==> src/rtl/gwr_pkg.sv <==
// Purpose: constants for the pin8 / watchdog configuration register bank
// Assumes: 40 MHz clock, 8-bit register port
// Notes: offsets are byte addresses on the plain register port
package gwr_pkg;
	// register offsets
	localparam logic [7:0] OFF_PIN8 = 8'h68;
	localparam logic [7:0] OFF_WDOG = 8'h69;
	localparam logic [7:0] OFF_BOOT = 8'h6a;
	localparam logic [7:0] OFF_RSVD = 8'h6b;
	localparam logic [7:0] OFF_IRQ_STATUS = 8'h70;
	localparam logic [7:0] OFF_IRQ_MASK = 8'h71;
	// pin8 field positions
	localparam int BIT_SET = 0;
	localparam int BIT_STS = 1;
	localparam int BIT_DIR = 2;
	localparam int BIT_PDEN = 3;
	localparam int BIT_DEB = 4;
	localparam int BIT_SEL = 5;
	// watchdog and boot field positions
	localparam int BIT_MODE = 3;
	localparam int TIME_LSB = 0;
	localparam int BOOT_LSB = 1;
	// interrupt status bit positions
	localparam int IRQ_WDOG = 0;
	localparam int IRQ_PIN = 1;
	// reset values
	localparam logic [7:0] RST_PIN8 = 8'h0a;
	localparam logic [3:0] RST_WDOG_MODE = 4'h0;
	localparam logic [4:0] RST_BOOT = 5'h00;
	localparam logic [1:0] RST_IRQ_MASK = 2'h0;
	// timing
	localparam int CLK_HZ = 40000000;
	localparam real DEB_SHORT_US = 91.5;
	localparam int DEB_LONG_MS = 150;
	localparam int DEB_SHORT_CYC = int'($ceil(DEB_SHORT_US * CLK_HZ / 1.0e6));
	localparam int DEB_LONG_CYC = DEB_LONG_MS * (CLK_HZ / 1000);
	localparam int TICK_HZ = 1000;
	localparam int TICK_CYC = CLK_HZ / TICK_HZ;
	// watchdog intervals in seconds per code 1..7
	localparam int WD_S1 = 5;
	localparam int WD_S2 = 10;
	localparam int WD_S3 = 20;
	localparam int WD_S4 = 40;
	localparam int WD_S5 = 60;
	localparam int WD_S6 = 80;
	localparam int WD_S7 = 100;
	// watchdog mode encoding
	typedef enum logic {WD_PERIODIC = 1'b0, WD_IRQ_MODE = 1'b1} gwr_wdmode_t;
endpackage

==> src/rtl/gwr_regs.sv <==
// Purpose: pin8 config, watchdog, boot-sequence version and reserved registers
// Assumes: single 40 MHz clock, synchronous pad input and led pulse input
// Notes: interrupt status is cleared by reading it; long counts are parameters;
//   status sits at 0x70 and mask at 0x71, bit 0 watchdog and bit 1 pin change;
//   the watchdog interval restarts on every write to the watchdog register
`timescale 1ns/1ps
`default_nettype none
module gwr_regs #(
	parameter int DEB_SHORT = gwr_pkg::DEB_SHORT_CYC,
	parameter int DEB_LONG = gwr_pkg::DEB_LONG_CYC,
	parameter int TICK = gwr_pkg::TICK_CYC
)(
	// clock and reset
	input wire logic clk,
	input wire logic rst,
	// register port
	input wire logic [7:0] addr,
	input wire logic [7:0] wdata,
	input wire logic wr,
	input wire logic rd,
	output logic [7:0] rdata,
	// boot configuration
	input wire logic [2:0] boot_wdog_timeout,
	// pad
	input wire logic pad_in,
	output logic pad_out,
	output logic pad_oe,
	output logic pad_pulldown,
	input wire logic first_led_pulse_out,
	// other device interrupts pending
	input wire logic ext_irq_pending,
	// events
	output logic wdog_shutdown_event,
	output logic irq
);
	// pin8 fields
	logic pin_out_value;
	logic pin_direction;
	logic pin_pulldown_enable;
	logic pin_debounce_select;
	logic pin_out_source;
	logic pin_level_status;

	// watchdog and boot fields
	logic wdog_mode_select;
	logic [2:0] wdog_timeout_select;
	logic [4:0] boot_seq_version_field;
	logic boot_loaded;

	// interrupt status and mask
	logic [1:0] irq_status;
	logic [1:0] irq_mask;

	// debounce filter
	logic [23:0] deb_cnt;
	logic [23:0] deb_limit;
	logic deb_done;

	// millisecond divider and interval counter
	logic [15:0] tick_cnt;
	logic tick;
	logic [16:0] ms_cnt;
	logic [16:0] limit_ms;
	logic restart;
	logic period_end;
	logic shutdown_due;

	// events and qualifiers
	logic wd_irq_ev;
	logic pin_ev;
	logic any_pending;

	// register decode
	logic wr_pin;
	logic wr_wdog;
	logic wr_boot;
	logic wr_mask;
	logic rd_stat;

	// one strobe per register except the reserved one (a read strobe for status); only exact offsets respond, so unmapped writes fall away
	assign wr_pin = wr && addr == gwr_pkg::OFF_PIN8;
	assign wr_wdog = wr && addr == gwr_pkg::OFF_WDOG;
	assign wr_boot = wr && addr == gwr_pkg::OFF_BOOT;
	assign wr_mask = wr && addr == gwr_pkg::OFF_IRQ_MASK;
	assign rd_stat = rd && addr == gwr_pkg::OFF_IRQ_STATUS;

	// pin8 configuration fields; status bit is not writable
	always_ff @(posedge clk or posedge rst)
	begin
		if (rst)
		begin
			pin_out_value <= gwr_pkg::RST_PIN8[gwr_pkg::BIT_SET];
			pin_direction <= gwr_pkg::RST_PIN8[gwr_pkg::BIT_DIR];
			pin_pulldown_enable <= gwr_pkg::RST_PIN8[gwr_pkg::BIT_PDEN];
			pin_debounce_select <= gwr_pkg::RST_PIN8[gwr_pkg::BIT_DEB];
			pin_out_source <= gwr_pkg::RST_PIN8[gwr_pkg::BIT_SEL];
		end
		else if (wr_pin)
		begin
			pin_out_value <= wdata[gwr_pkg::BIT_SET];
			pin_direction <= wdata[gwr_pkg::BIT_DIR];
			pin_pulldown_enable <= wdata[gwr_pkg::BIT_PDEN];
			pin_debounce_select <= wdata[gwr_pkg::BIT_DEB];
			pin_out_source <= wdata[gwr_pkg::BIT_SEL];
		end
	end

	// pad drive: routed source whenever selected, independent of the direction bit
	assign pad_out = pin_out_source ? first_led_pulse_out : pin_out_value;
	assign pad_oe = pin_direction;
	assign pad_pulldown = pin_pulldown_enable;

	// filter threshold; the long setting needs 23 bits of the 24-bit counter
	assign deb_limit = pin_debounce_select ? 24'(DEB_LONG - 1) : 24'(DEB_SHORT - 1);
	assign deb_done = deb_cnt >= deb_limit;

	// debounce: level accepted only after it is stable for the selected time
	always_ff @(posedge clk or posedge rst)
	begin
		if (rst)
		begin
			deb_cnt <= 24'h000000;
			pin_level_status <= gwr_pkg::RST_PIN8[gwr_pkg::BIT_STS];
		end
		else if (pad_in == pin_level_status)
			deb_cnt <= 24'h000000;
		else if (deb_done)
		begin
			deb_cnt <= 24'h000000;
			pin_level_status <= pad_in;
		end
		else
			deb_cnt <= deb_cnt + 24'h000001;
	end

	// pin event fires in the cycle the filtered level flips
	assign pin_ev = (pad_in != pin_level_status) && deb_done;

	// watchdog fields; timeout loaded from boot strap after reset release
	always_ff @(posedge clk or posedge rst)
	begin
		if (rst)
		begin
			wdog_mode_select <= gwr_pkg::RST_WDOG_MODE[gwr_pkg::BIT_MODE];
			wdog_timeout_select <= 3'h0;
			boot_loaded <= 1'b0;
		end
		else
		begin
			boot_loaded <= 1'b1;
			// the first edge after reset takes the boot strap; a write there is dropped
			if (!boot_loaded)
				wdog_timeout_select <= boot_wdog_timeout;
			else if (wr_wdog)
			begin
				wdog_mode_select <= wdata[gwr_pkg::BIT_MODE];
				wdog_timeout_select <= wdata[gwr_pkg::TIME_LSB +: 3];
			end
		end
	end

	// boot-sequence version field, plain read and write
	always_ff @(posedge clk or posedge rst)
	begin
		if (rst)
			boot_seq_version_field <= gwr_pkg::RST_BOOT;
		else if (wr_boot)
			boot_seq_version_field <= wdata[gwr_pkg::BOOT_LSB +: 5];
	end

	// interval in milliseconds per timeout code
	always_comb
	begin
		case (wdog_timeout_select)
			3'h1: limit_ms = 17'(gwr_pkg::WD_S1 * gwr_pkg::TICK_HZ);
			3'h2: limit_ms = 17'(gwr_pkg::WD_S2 * gwr_pkg::TICK_HZ);
			3'h3: limit_ms = 17'(gwr_pkg::WD_S3 * gwr_pkg::TICK_HZ);
			3'h4: limit_ms = 17'(gwr_pkg::WD_S4 * gwr_pkg::TICK_HZ);
			3'h5: limit_ms = 17'(gwr_pkg::WD_S5 * gwr_pkg::TICK_HZ);
			3'h6: limit_ms = 17'(gwr_pkg::WD_S6 * gwr_pkg::TICK_HZ);
			3'h7: limit_ms = 17'(gwr_pkg::WD_S7 * gwr_pkg::TICK_HZ);
			default: limit_ms = 17'h00000;
		endcase
	end

	// millisecond tick divider
	always_ff @(posedge clk or posedge rst)
	begin
		if (rst)
			tick_cnt <= 16'h0000;
		else if (tick)
			tick_cnt <= 16'h0000;
		else
			tick_cnt <= tick_cnt + 16'h0001;
	end

	// one-cycle enable every millisecond; the watchdog interval counter counts these, the debounce counts clock cycles
	assign tick = tick_cnt == 16'(TICK - 1);

	// in interrupt mode the count runs only while something is pending
	assign any_pending = ext_irq_pending || (irq_status != 2'h0);

	// a clear of the watchdog bit, any watchdog write or the boot load start a fresh interval
	assign restart = (rd_stat && irq_status[gwr_pkg::IRQ_WDOG]) || wr_wdog || !boot_loaded;

	// last tick of the interval; code zero never ends a period
	assign period_end = tick && (ms_cnt + 17'h00001 >= limit_ms) && (wdog_timeout_select != 3'h0);

	// interval counter
	always_ff @(posedge clk or posedge rst)
	begin
		if (rst)
			ms_cnt <= 17'h00000;
		else if (restart || wdog_timeout_select == 3'h0)
			ms_cnt <= 17'h00000;
		// idle in interrupt mode: nothing pending means nothing to time
		else if (wdog_mode_select == gwr_pkg::WD_IRQ_MODE && !any_pending)
			ms_cnt <= 17'h00000;
		else if (period_end)
			ms_cnt <= 17'h00000;
		else if (tick)
			ms_cnt <= ms_cnt + 17'h00001;
	end

	// periodic mode announces each period end as an interrupt
	assign wd_irq_ev = period_end && wdog_mode_select == gwr_pkg::WD_PERIODIC;

	// a clear in the very cycle the period ends still counts as in time
	assign shutdown_due = period_end && !restart &&
		(wdog_mode_select == gwr_pkg::WD_IRQ_MODE || irq_status[gwr_pkg::IRQ_WDOG]);

	// shutdown pulse: periodic with old interrupt still set, or pending too long
	always_ff @(posedge clk or posedge rst)
	begin
		if (rst)
			wdog_shutdown_event <= 1'b0;
		else
			wdog_shutdown_event <= shutdown_due;
	end

	// sticky status; a new event wins over the clear on read
	always_ff @(posedge clk or posedge rst)
	begin
		if (rst)
			irq_status <= 2'h0;
		else
		begin
			if (rd_stat)
				irq_status <= 2'h0;
			// later assignments win: an event in the clearing cycle survives
			if (wd_irq_ev)
				irq_status[gwr_pkg::IRQ_WDOG] <= 1'b1;
			if (pin_ev)
				irq_status[gwr_pkg::IRQ_PIN] <= 1'b1;
		end
	end

	// interrupt mask
	always_ff @(posedge clk or posedge rst)
	begin
		if (rst)
			irq_mask <= gwr_pkg::RST_IRQ_MASK;
		else if (wr_mask)
			irq_mask <= wdata[1:0];
	end

	// level output while any unmasked status bit is set
	assign irq = |(irq_status & irq_mask);

	// read data one cycle after the strobe; unmapped and reserved read zero
	always_ff @(posedge clk or posedge rst)
	begin
		if (rst)
			rdata <= 8'h00;
		else if (rd)
		begin
			case (addr)
				gwr_pkg::OFF_PIN8: rdata <= {2'h0, pin_out_source, pin_debounce_select, pin_pulldown_enable,
					pin_direction, pin_level_status, pin_out_value};
				gwr_pkg::OFF_WDOG: rdata <= {4'h0, wdog_mode_select, wdog_timeout_select};
				gwr_pkg::OFF_BOOT: rdata <= {2'h0, boot_seq_version_field, 1'b0};
				gwr_pkg::OFF_IRQ_STATUS: rdata <= {6'h00, irq_status};
				gwr_pkg::OFF_IRQ_MASK: rdata <= {6'h00, irq_mask};
				default: rdata <= 8'h00;
			endcase
		end
		else
			rdata <= 8'h00;
	end
endmodule
`default_nettype wire
==> config.mk <==
export PLATFORM = sky130hd
export DESIGN_NAME = gwr_regs
export DESIGN_NICKNAME = d
export VERILOG_FILES = /design/src/rtl/gwr_pkg.sv /design/src/rtl/gwr_regs.sv
export SDC_FILE = /design/constraint.sdc
export NUM_CORES = 1
export LEC_CHECK = 0
export BUFFER_PORTS_ARGS = -buffer_cell sky130_fd_sc_hd__buf_2
export CORE_ASPECT_RATIO = 0.6
export CORE_MARGIN = 2
export CORE_UTILIZATION = 23
export DETAILED_ROUTE_END_ITERATION = 6
export GPL_ROUTABILITY_DRIVEN = 0
export SLEW_MARGIN = 20
export SYNTH_ARGS = -nofsm -noshare
export SYNTH_HDL_FRONTEND = slang
export SYNTH_SLANG_ARGS = --single-unit
export TNS_END_PERCENT = 20
==> constraint.sdc <==
create_clock -name clk -period 7.46 [get_ports clk]
set_clock_uncertainty 0.1 [all_clocks]
set_input_delay 2.238 -clock clk [delete_from_list [all_inputs] [get_ports clk]]
set_output_delay 2.238 -clock clk [all_outputs]
set_load 0.005 [all_outputs]
==> impl_metrics.py <==
metrics = {
    "worst_setup_path": {
        "cp_max_fo": 1,
        "reg2reg_setup_slack_ns": 3.64,
        "worstSetupEndpointType": "output port",
        "start_kind": "input pin",
        "r2r_cells": 13,
        "crit_arrival_ns": 2.70,
        "r2r_start": "ms_cnt[0]",
        "r2r-end": "ms_cnt[16]",
        "path_class": "input pin to output port",
        "crit_required_ns": 5.12,
    },
    "hold_path": {
        "min_to": "tick_cnt[4]",
        "hold_start": "tick_cnt[4]",
        "hold_path_class": "register to register",
        "whs_path_depth": 1,
    },
    "layout": {
        "drive_gt1_frac": 0.137,
        "design_area_mm2": 0.00552,
        "final_cell_mix": "82 x dfrtp_1, 81 x nor2_1, 41 x nand2_1",
        "finish.utilization": 0.273,
        "fin_nets": 582,
        "mostFrequentLayoutCell": "dfrtp_1",
        "area_growth_pct": 15.3,
        "diodes": 0,
    },
    "detailed_routing": {
        "wirelength_um": 11000,
        "viasPerCell": 4.41,
        "drt-wirelength-per-cell_um": 13.7,
        "firstDrtPassIters": 4,
        "drc": 0,
        "num_vias": 3542,
        "first_iter_violations": 223,
        "ant_nets": 0,
    },
    "synthesis": {
        "synth_area_mm2": 0.00479,
        "synth_seq_cells": 84,
        "synth_cell_types": 53,
        "synth_edf_count": 0,
        "synth-async-reset-ratio": 1.00,
        "synth.avg_cell_area_um2": 9.62,
        "synth_top_area_frac": 0.428,
        "synth_ff_type": "dfrtp_1",
        "yosysWarnings": 0,
        "yosysTopAreaCell": "dfrtp_1",
        "synthTopCellsByArea": "dfrtp_1 43%, ha_1 7.6%, nor2_1 6.3%",
        "ys_seq_area_frac": 0.439,
        "synthCells": 498,
    },
    "clock_tree": {
        "cts.sinks": 84,
        "clock_latency_ns": 0.35,
        "cts_hold_buffers": 0,
        "cts_tree": "yes",
        "cts_resized": 0,
        "cts_made_buffers": 9,
        "clockBufferDepth": 2,
        "cts_setup_buffers": 0,
        "h-tree-depth": 3,
        "clockRootBuffer": "clkbuf_16",
        "clk_pin_slew_worst_paths_ns": 0.06,
    },
    "status": {
        "status": "complete, no violations",
    },
    "timing": {
        "fin_crit_sh": 0.676,
        "fmax_ghz": 0.198,
        "drv_slew": 0,
        "fin_setup_tns_ns": 0,
        "worst_pin_slew_ns": 0.943,
        "layout_setup_ws_ns": 2.42,
        "hold_viol_final": 0,
        "min_period_ns": 5.04,
        "relSlewSlack": 0.372,
        "rsz0062_at_grt": "no",
        "setup_viol": 0,
    },
    "grt": {
        "grt_max_degree": 54,
        "grt_pass1_wl_um": 18300,
        "grt_pass1_vias": 3351,
        "antenna_found_initial": 0,
        "grt_overflow": 0,
        "grt_usage": 0.107,
    },
    "floorplan": {
        "start_util": 0.237,
        "io_pins": 39,
        "die_h_um": 116,
        "chipWidth_um": 190,
        "fp-row-count": 40,
        "core_area_mm2": 0.0202,
        "dieArea_mm2": 0.0220,
    },
    "place": {
        "place_area_mm2": 0.00521,
        "preCtsSetupSlack_ns": 2.42,
        "port-buffer-count": 34,
        "dp_hpwl_um": 8210,
    },
    "power": {
        "p_per_area_mw_per_mm2": 194,
        "vdd_ir_drop_max_v": 0.000102,
        "cellLeakagePower_nw": 2.48,
    },
    "flow_run": {
        "cap_violations": 0,
    },
}
state kept, by name, indices dropped and copies added, names as in the netlist:
name and cells:
pad_pulldown 1, boot_seq_version_field 5, pin_debounce_select 1, irq_mask 2
pad_oe 1, pin_level_status 1, tick_cnt 16, boot_loaded 1
wdog_mode_select 1, pin_out_source 1, ms_cnt 17, rdata 6
pin_out_value 1, wdog_timeout_select 3, deb_cnt 24, wdog_shutdown_event 1
irq_status 2
power by group:
group	internal (W)	switching (W)
clock network	0.000292	0.000188
registers	0.000471	0.0000211
logic	0.0000365	0.0000634
total	0.000800	0.000273
cell usage after synthesis (all sizes together) (2+ instances only):
master and number:
and3 14, ha 29, dfrtp 82, nand4b 2
inv 11, a211oi 2, xnor2 32, o21ai 12
nor2 82, dfstp 2, xor2 25, or2 4
or3 3, buf 10, and4 3, conb 2
nor4bb 2, a22o 11, nand4 11, and2 2
nand2b 7, a21o 2, nor2b 6, nor3 6
nand3 28, mux2i 8, clkbuf 8, a21oi 17
mux2 16, nand2 41
logic make-up (layout without fill, tap and decap cells):
family          count (synthesis)  count (layout)  share of synthesized area
compound gates                 58              58                     0.0812
xor+xnor                       57              57                      0.104
fa+ha+maj                      29              29                     0.0758
buf+inv                        29              61                     0.0298
flops                          84              84                      0.439
mux                            24              24                     0.0543
other cells                     2               3                    0.00157
simple gates                  215             215                      0.214
worst max-delay path by stage:
| stage | cells past startpoint | endpoint | from |
|---|---|---|---|
| finish | 3 | pad_out | first_led_pulse_out |
| floorplan | 1 | pad_out | first_led_pulse_out |
| global placement | 3 | pad_out | first_led_pulse_out |
| global route | 3 | pad_out | first_led_pulse_out |
| CTS | 3 | pad_out | first_led_pulse_out |
| detailed placement | 3 | pad_out | first_led_pulse_out |
worst max-delay path, cell delays in order:
cell    delay (ns)
buf_2         0.09
mux2_2        0.25
buf_2         0.12
per-layer routing:
metal / wire length, um / track usage
met5: 0 / 0
met4: 85 / 0.0202
met3: 478 / 0.0303
met2: 4200 / 0.144
met1: 6250 / 0.168
final cells by class:
cell class | instances | area, um^2
clock buffer | 11 | 233
clock inverter | 4 | 75.1
fill | 2189 | 14700
inverter | 11 | 42.5
multi-input combinational | 386 | 2550
sequential | 84 | 2100
tap | 273 | 342
timing repair buffer | 35 | 178
metrics by stage:
stage          hold WS, ns  power [W]  std cells
2_1_floorplan        0.338   0.000579        499
3_3_place_gp         0.360   0.000601        789
3_5_place_dp         0.361   0.000602        789
4_1_cts              0.371    0.00108        804
5_1_grt              0.387    0.00112        804
6_report             0.366    0.00107        804
No activity file was read; power rests on OpenSTA's default activity.
